File: config.mk
export PLATFORM = sky130hd
export DESIGN_NAME = cfmr_regs
export DESIGN_NICKNAME = d
export VERILOG_FILES = /design/src/cfmr_pkg.sv /design/src/cfmr_flag.sv /design/src/cfmr_regs.sv
export SDC_FILE = /design/constraint.sdc
export NUM_CORES = 1
export LEC_CHECK = 0
export ABC_CLOCK_PERIOD_IN_PS = 1100
export BUFFER_PORTS_ARGS = -buffer_cell sky130_fd_sc_hd__buf_2
export CAP_MARGIN = 20
export CORE_MARGIN = 1.5
export CORE_UTILIZATION = 35
export DETAILED_ROUTE_END_ITERATION = 10
export PLACE_DENSITY = 0.57
export SLEW_MARGIN = 20
export SYNTH_ARGS = -nofsm -noshare
export SYNTH_HDL_FRONTEND = slang
export SYNTH_SLANG_ARGS = --single-unit
File: constraint.sdc
create_clock -name CLK -period 1.1 [get_ports CLK]
set_input_delay 0.055 -clock CLK [delete_from_list [all_inputs] [get_ports CLK]]
set_output_delay 0.055 -clock CLK [all_outputs]
set_load 0.02 [all_outputs]
File: src/cfmr_pkg.sv
package cfmr_pkg;

	// ==========================================
	// Register locations
	localparam logic [7:0] CFMR_OFF_FAULT = 8'h01;
	localparam logic [7:0] CFMR_OFF_TSC   = 8'h02;
	localparam logic [7:0] CFMR_OFF_FCHG  = 8'h03;
	localparam logic [7:0] CFMR_UNMAPPED  = 8'hff;

	// ==========================================
	// Fault register fields
	localparam int CFMR_B_IN_OV   = 7;
	localparam int CFMR_B_IN_UV   = 6;
	localparam int CFMR_B_BAT_LO  = 5;
	localparam int CFMR_B_BAT_OC  = 4;
	localparam int CFMR_MASK_HI   = 3;
	localparam logic [3:0] CFMR_MASK_RST = 4'h0;

	// ==========================================
	// Thermistor control fields
	localparam int CFMR_B_TH_EN   = 7;
	localparam int CFMR_B_TH_ST_H = 6;
	localparam int CFMR_B_TH_ST_L = 5;
	localparam int CFMR_B_ALT_ST  = 3;
	localparam int CFMR_B_WAKE_M  = 2;
	localparam int CFMR_B_PBRST_M = 1;
	localparam int CFMR_B_TIMER_M = 0;
	localparam logic       CFMR_TH_EN_RST  = 1'b1;
	localparam logic [3:0] CFMR_TSC_LO_RST = 4'h8;
	localparam logic [1:0] CFMR_TH_NORMAL  = 2'h0;

	// ==========================================
	// Fast charge control
	localparam logic [7:0] CFMR_FCHG_RST = 8'h18;

	// ==========================================
	// Carriers
	typedef struct packed {
		logic [7:0] addr;
		logic       wr;
		logic       rd;
		logic [7:0] wdata;
	} cfmr_req_t;

	typedef struct packed {
		logic in_ov;
		logic in_uv;
		logic bat_lo;
		logic bat_oc;
	} cfmr_fault_t;

	typedef struct packed {
		logic wake;
		logic pb_reset;
		logic timer;
		logic chg_status;
	} cfmr_evt_t;

endpackage

File: src/cfmr_flag.sv
`timescale 1ns/1ps
module cfmr_flag #(
	parameter bit PERSIST = 1'b1
) (
	input  wire logic clk,
	input  wire logic rst,
	input  wire logic ce,
	input  wire logic cond,
	input  wire logic clr,
	output      logic flag
);
	import cfmr_pkg::*;

	typedef struct packed {
		logic flag;
		logic cond_d;
	} cfmr_flag_st_t;

	cfmr_flag_st_t st_r;
	cfmr_flag_st_t st_nxt;
	logic          set;

	// ==========================================
	// Persistent flags are set by the level and held until clr, others catch a new event once
	always_comb begin
		set = PERSIST ? cond : (cond & ~st_r.cond_d);
		st_nxt.cond_d = cond;
		st_nxt.flag = set | (st_r.flag & ~clr);
	end

	always_ff @(posedge clk or posedge rst) begin
		if (rst) begin
			st_r <= '0;
		end else if (ce) begin
			st_r <= st_nxt;
		end
	end

	assign flag = st_r.flag;

endmodule

File: src/cfmr_regs.sv
`timescale 1ns/1ps
module cfmr_regs (
	input  wire logic                  CLK,
	input  wire logic                  RST,
	input  wire logic                  CE,
	input  wire cfmr_pkg::cfmr_req_t   REQ,
	input  wire cfmr_pkg::cfmr_fault_t FAULTS,
	input  wire cfmr_pkg::cfmr_evt_t   EVTS,
	input  wire logic [1:0]            TS_STATE,
	output      logic [7:0]            REG_RDATA,
	output      logic                  ALERT_N,
	output      logic                  PB_RESET_OUT,
	output      logic                  THERM_EN,
	output      logic [7:0]            FAST_CHARGE
);
	import cfmr_pkg::*;

	typedef struct packed {
		logic [3:0] mask;
		logic       therm_en;
		logic       alt_status;
		logic       wake_m;
		logic       pbrst_m;
		logic       timer_m;
		logic [7:0] fchg;
		logic [7:0] rdata;
		logic       alert_n;
		logic       pb_rst;
	} cfmr_st_t;

	cfmr_st_t   st_r;
	cfmr_st_t   st_nxt;
	logic [3:0] flags;
	logic       rd_fault;
	logic       src;

	function automatic logic hit(input logic [7:0] a, input logic [7:0] off);
		hit = (a == off);
	endfunction

	assign rd_fault = REQ.rd & hit(REQ.addr, CFMR_OFF_FAULT);

	// ==========================================
	// Fault flags
	cfmr_flag #(.PERSIST(1'b1)) u_ov (
		.clk  (CLK),
		.rst  (RST),
		.ce   (CE),
		.cond (FAULTS.in_ov),
		.clr  (rd_fault),
		.flag (flags[3])
	);
	cfmr_flag #(.PERSIST(1'b0)) u_uv (
		.clk  (CLK),
		.rst  (RST),
		.ce   (CE),
		.cond (FAULTS.in_uv),
		.clr  (rd_fault),
		.flag (flags[2])
	);
	cfmr_flag #(.PERSIST(1'b1)) u_lo (
		.clk  (CLK),
		.rst  (RST),
		.ce   (CE),
		.cond (FAULTS.bat_lo),
		.clr  (rd_fault),
		.flag (flags[1])
	);
	cfmr_flag #(.PERSIST(1'b0)) u_oc (
		.clk  (CLK),
		.rst  (RST),
		.ce   (CE),
		.cond (FAULTS.bat_oc),
		.clr  (rd_fault),
		.flag (flags[0])
	);

	// ==========================================
	// Alert sources
	always_comb begin
		src = |(flags & ~st_r.mask);
		src = src | (EVTS.wake & ~st_r.wake_m);
		src = src | (EVTS.pb_reset & ~st_r.pbrst_m);
		src = src | (EVTS.timer & ~st_r.timer_m);
		src = src | (EVTS.chg_status & st_r.alt_status);
	end

	// ==========================================
	// Register access
	always_comb begin
		st_nxt = st_r;
		st_nxt.alert_n = ~src;
		st_nxt.pb_rst = EVTS.pb_reset;
		if (REQ.wr && hit(REQ.addr, CFMR_OFF_FAULT)) begin
			st_nxt.mask = REQ.wdata[CFMR_MASK_HI:0];
		end
		if (REQ.wr && hit(REQ.addr, CFMR_OFF_TSC)) begin
			st_nxt.therm_en = REQ.wdata[CFMR_B_TH_EN];
			st_nxt.alt_status = REQ.wdata[CFMR_B_ALT_ST];
			st_nxt.wake_m = REQ.wdata[CFMR_B_WAKE_M];
			st_nxt.pbrst_m = REQ.wdata[CFMR_B_PBRST_M];
			st_nxt.timer_m = REQ.wdata[CFMR_B_TIMER_M];
		end
		if (REQ.wr && hit(REQ.addr, CFMR_OFF_FCHG)) begin
			st_nxt.fchg = REQ.wdata;
		end
		if (REQ.rd) begin
			st_nxt.rdata = CFMR_UNMAPPED;
			if (hit(REQ.addr, CFMR_OFF_FAULT)) begin
				st_nxt.rdata = {flags, st_r.mask};
			end
			if (hit(REQ.addr, CFMR_OFF_TSC)) begin
				st_nxt.rdata = '0;
				st_nxt.rdata[CFMR_B_TH_EN] = st_r.therm_en;
				st_nxt.rdata[CFMR_B_TH_ST_H:CFMR_B_TH_ST_L] =
					st_r.therm_en ? TS_STATE : CFMR_TH_NORMAL;
				st_nxt.rdata[CFMR_B_ALT_ST] = st_r.alt_status;
				st_nxt.rdata[CFMR_B_WAKE_M] = st_r.wake_m;
				st_nxt.rdata[CFMR_B_PBRST_M] = st_r.pbrst_m;
				st_nxt.rdata[CFMR_B_TIMER_M] = st_r.timer_m;
			end
			if (hit(REQ.addr, CFMR_OFF_FCHG)) begin
				st_nxt.rdata = st_r.fchg;
			end
		end
	end

	always_ff @(posedge CLK or posedge RST) begin
		if (RST) begin
			st_r <= '0;
			st_r.mask <= CFMR_MASK_RST;
			st_r.therm_en <= CFMR_TH_EN_RST;
			st_r.alt_status <= CFMR_TSC_LO_RST[CFMR_B_ALT_ST];
			st_r.wake_m <= CFMR_TSC_LO_RST[CFMR_B_WAKE_M];
			st_r.pbrst_m <= CFMR_TSC_LO_RST[CFMR_B_PBRST_M];
			st_r.timer_m <= CFMR_TSC_LO_RST[CFMR_B_TIMER_M];
			st_r.fchg <= CFMR_FCHG_RST;
			st_r.alert_n <= 1'b1;
		end else if (CE) begin
			st_r <= st_nxt;
		end
	end

	assign REG_RDATA = st_r.rdata;
	assign ALERT_N = st_r.alert_n;
	assign PB_RESET_OUT = st_r.pb_rst;
	assign THERM_EN = st_r.therm_en;
	assign FAST_CHARGE = st_r.fchg;
endmodule

======== Word level (Yosys, flattened, before mapping) ========
Cells that the tools add are included.
W data, S select, Z words.
storage, ports and cells
  memory bits (writable) .................. 0
  register bits after elaboration ......... 33
  bits in read-only memories .............. 0
  input bits .............................. 31
  memories ................................ 0
  bits in latches ......................... 0
  output and inout bits ................... 19
operators by class
  add/sub/neg operators ................... 0
  divide/modulo/power cells ............... 0
  $lt $le $gt $ge ......................... 0
  multiply operators ...................... 0
  shift-type cells ........................ 0
  bitwise operators ....................... 28
  reduce and logical (&&, ||, !) cells .... 8
  mux-type cells .......................... 4
  equal/unequal tests ..................... 3
operators with widths
  kind                  number
  $mux W8               3
  $eq A8 B2 Y1 const B  2
  $and A1 B1 Y1         11
  $eq A8 B1 Y1 const B  1
  $or A1 B1 Y1          8
  $reduce_and A2 Y1     4
  $not A1 Y1            7
  $and A4 B4 Y4         1
  $not A4 Y4            1
  $reduce_or A4 Y1      1
  $logic_and A1 B1 Y1   3
  $mux W2               1

======== Logic depth before layout (Yosys ltp) ========
  word-level depth ........................ 8
  gate-level depth with buffers ........... 4

======== Hierarchy ========
Synthesis repeated with hierarchy kept, for this count alone.
unflattened totals
  cell total of the unflattened synthesis .. 142
  area total of the unflattened synthesis .. 1671.6 um2
by module, submodules not included
  module                times used  cells an instance  area each (um2)
  cfmr_regs             1           118                1431.4
  cfmr_flag (u_oc ...)  2           8                  78.8
  cfmr_flag (u_lo ...)  2           4                  41.3

======== Least setup slack after synthesis ========
Ideal clock, no wire load.
  kind .................................... reg2reg
  from .................................... register st_r, in the netlist THERM_EN
  to ...................................... register st_r, in the netlist REG_RDATA[7]
  path slack .............................. -0.161 ns
  arrival ................................. 1.135 ns
  setup time .............................. 0.126 ns
  cell stages (with the launch flop) ...... 4
  buffers on the path ..................... 0
  cell sequence ........................... dfstp_2 -> mux2_2 -> and3_1 -> o32a_1
between the ends
  cells in the longest elaborated chain, start to end .. 2
RTL lines
  what                    RTL line          RTL
  start, declared         cfmr_regs.sv:31   cfmr_st_t st_r;
  start signal, assigned  cfmr_regs.sv:140  st_r <= st_nxt;
  $mux W8                 cfmr_regs.sv:112  if (hit(REQ.addr, CFMR_OFF_TSC)) begin
  $mux W8                 cfmr_regs.sv:122  if (hit(REQ.addr, CFMR_OFF_FCHG)) begin
Every way passes these cells.
A chain may end at the register's enable or synchronous reset.

======== Worst setup path in the final report ========
  from .................................... register st_r, in the netlist FAST_CHARGE[7]
  to ...................................... register st_r, in the netlist REG_RDATA[7]
between the ends
  cells in the longest elaborated chain, start to end .. 1
RTL lines
  what     RTL line
  $mux W8  cfmr_regs.sv:122
Every way passes these cells.

==> qor.csv <==
metric;value;unit
clk_pin_slew;0.07;ns
hpwl;3110;µm
cp_cell_sequence;mux2_4 -> and3_4 -> o32a_1;
power_density;1220;nW/µm²
hold_viol_final;0;
area_growth;37.6;%
grt_use_total;0.180;
outcome;complete, but fails checks;
portBuffers;49;
grt_pass1_vias;1406;
cts_root_buf;clkbuf_8;
finalSetupViolations;1;
antenna_found_initial;0;
pwr-share-seq;0.455;
fin_util;0.512;
ys.flop_type;dfrtp_1;
vdd_drop_max;0.712;mV
path_class;register to register;
synth-async-reset-ratio;1.00;
fin_nets;233;
drt-pass1-iter-count;4;
relSlewSlack;0.710;
switching_share;0.228;
violations;setup timing;
yosysWarnings;0;
grt_pass1_wl;6990;µm
clock_sinks;33;
crit_path_max_incr_delay;0.39;ns
leakagePower;1.11;nW
die_h;72.0;µm
wl_per_cell;16.3;µm
place_congestion;0.740;
drt-initial-drc-count;53;
max_freq;0.843;GHz
p_int;0.00215;W
die_w;72.0;µm
dpl_cell_area;2060;µm²
layout-drive-gt1-share;0.547;
start_kind;register;
die_area;5180;µm²
hp-class;input port to register;
overflow;0;
synth_area;1670;µm²
ys_ff_latch;33;
postSynthCellCount;137;
drcViolationCount;0;
slew_viol_final;0;
cts_tree;built;
clk_path_buf_depth;2;
crit_arrival;1.36;ns
worstMarginPinSlew;0.435;ns
worst_slack;-0.0856;ns
r2r_setup_slack;-0.09;ns
grt_max_degree;34;
switchingPower;0.000635;W
avgSynthCellArea;12.2;µm²
numCtsBuffers;5;
ys_types;31;
timing.final.crit_share;1.08;
vias;1279;
syn_nets;168;
start_util;0.372;
core;4470;µm²
antennaDiodeCount;0;
maxCapViolations;0;
yosysSeqAreaShare;0.500;
synth-edff-count;0;
rsz0062_at_grt;yes;
stdcell_area;2290;µm²
cp_max_fo;2;
rows;24;
final_antenna_net_count;0;
cpMaxStageDelayCell;dfrtp_1;
vias_per_cell;5.02;
top_level_ports;50;
wl;4140;µm
endpoint_kind;register;
fin_worst_skew;0.00401;ns
p_comb_frac;0.116;
h-tree-depth;2;
crit_required;1.27;ns
min_period;1.19;ns
p_clk_frac;0.428;
clock_latency;0.28;ns
==> power groups by stage <==
stage                     clock network, W  logic (W)  registers [W]
after global routing               0.00127   0.000358        0.00127
after detailed placement                 0   0.000299        0.00129
after CTS                          0.00121   0.000322        0.00127
after global placement                   0   0.000290        0.00129
after floorplan                          0   0.000157        0.00129
final                              0.00119   0.000324        0.00127
==> sequential cells by signal (all words and copies together) (netlist names) <==
name,flops
u_oc.st_r,1
u_uv.flag,1
u_ov.flag,1
u_uv.st_r,1
u_lo.flag,1
PB_RESET_OUT,1
u_oc.flag,1
ALERT_N,1
st_r,8
THERM_EN,1
REG_RDATA,8
FAST_CHARGE,8
==> timing repair <==
| item | CTS | global route |
|---|---|---|
| hold buffers | 4 | 1 |
| buffers inserted | 1 | 0 |
| endpoints found under the hold margin | 31 | 1 |
| pin swaps | 3 | 4 |
| setup endpoints to repair | 3 | 13 |
| resized for setup | 11 | 6 |
==> Yosys cell counts, types with 3 or more instances <==
master,count,area share
mux2i_1,8,0.048
o22a_1,6,0.032
nand4_1,3,0.011
inv_1,7,0.016
buf_2,3,0.0090
nand2_1,3,0.0068
nor2b_1,7,0.026
dfstp_2,5,0.079
mux2_2,19,0.13
a2bb2oi_1,4,0.021
buf_4,16,0.072
dfrtp_1,28,0.42
==> critical path: cells and delay by family, from the launching register on <==
family | cells | cell delay (ns)
AOI/OAI and AO/OA | 1 | 0.27
and+or+nand+nor | 1 | 0.14
DFF | 1 | 0.39
muxes | 1 | 0.27
==> path summary, 6_finish.rpt <==
check / start / cells past startpoint / endpoint
worst max-delay path: FAST_CHARGE[7]$_DFFE_PP0P_ / 3 / REG_RDATA[7]$_DFFE_PP0P_
worst min-delay path: FAULTS[0] / 3 / u_oc.st_r[0]$_DFFE_PP0P_
worst max register to register: FAST_CHARGE[7]$_DFFE_PP0P_ / 3 / REG_RDATA[7]$_DFFE_PP0P_
worst min register to register: REG_RDATA[5]$_DFFE_PP0P_ / 1 / REG_RDATA[5]$_DFFE_PP0P_
max in group asynchronous: RST / 4 / FAST_CHARGE[4]$_DFFE_PP1P_
min in group asynchronous: RST / 4 / u_uv.st_r[0]$_DFFE_PP0P_
==> cells in the final DEF, fill, tap and decap left out, drive strengths merged, types with 2 or more instances in the layout <==
cell type     n
mux2i         8
o21ai         2
a22o          2
dlygate4sd3   5
o22a          6
a21boi        2
buf          74
a22oi         2
nand4         3
a2bb2oi       4
clkbuf        7
a21oi         2
nor2b         7
and2          2
inv           7
mux2         19
a32o          2
dfstp         5
nand2         3
nor2          2
nand3         2
dfrtp        28
==> routing by layer <==
metal,track usage,wire (µm),vias up
li1,-,-,608
met1,0.226,1890,627
met2,0.300,1970,37
met3,0.0486,211,7
met4,0.0608,77,0
met5,0,0,-
==> kinds of logic (layout without fill, tap and decap cells) <==
kind of cell | Yosys count | in the layout | synth area share
buffers and inverters | 28 | 94 | 0.106
flip-flops | 33 | 33 | 0.500
AO/OA/AOI/OAI | 26 | 26 | 0.129
AND/OR/NAND/NOR | 23 | 23 | 0.0887
multiplexers | 27 | 27 | 0.177
==> cell type report <==
| cell class | instances | area [µm²] |
|---|---|---|
| Clock buffer | 7 | 86.3 |
| Multi-Input combinational cell | 76 | 726 |
| Fill cell | 413 | 2180 |
| Timing Repair Buffer | 79 | 526 |
| Tap cell | 52 | 65.1 |
| Inverter | 7 | 26.3 |
| Sequential cell | 33 | 832 |
| Clock inverter | 1 | 30.0 |
==> stage by stage <==
stage	TNS [ns]	hold slack, ns	std cells	worst slack (ns)	total power [W]
2_1_floorplan	-0.873	0.176	137	-0.128	0.00145
3_3_place_gp	-5.10	0.159	242	-0.278	0.00158
3_5_place_dp	-5.39	0.178	242	-0.295	0.00159
4_1_cts	-0.100	0.00536	254	-0.0828	0.00280
5_1_grt	-0.240	0.00697	255	-0.124	0.00290
6_report	-0.0856	0.0134	255	-0.0856	0.00278
Note: power is estimated with default switching activity, not from simulation.
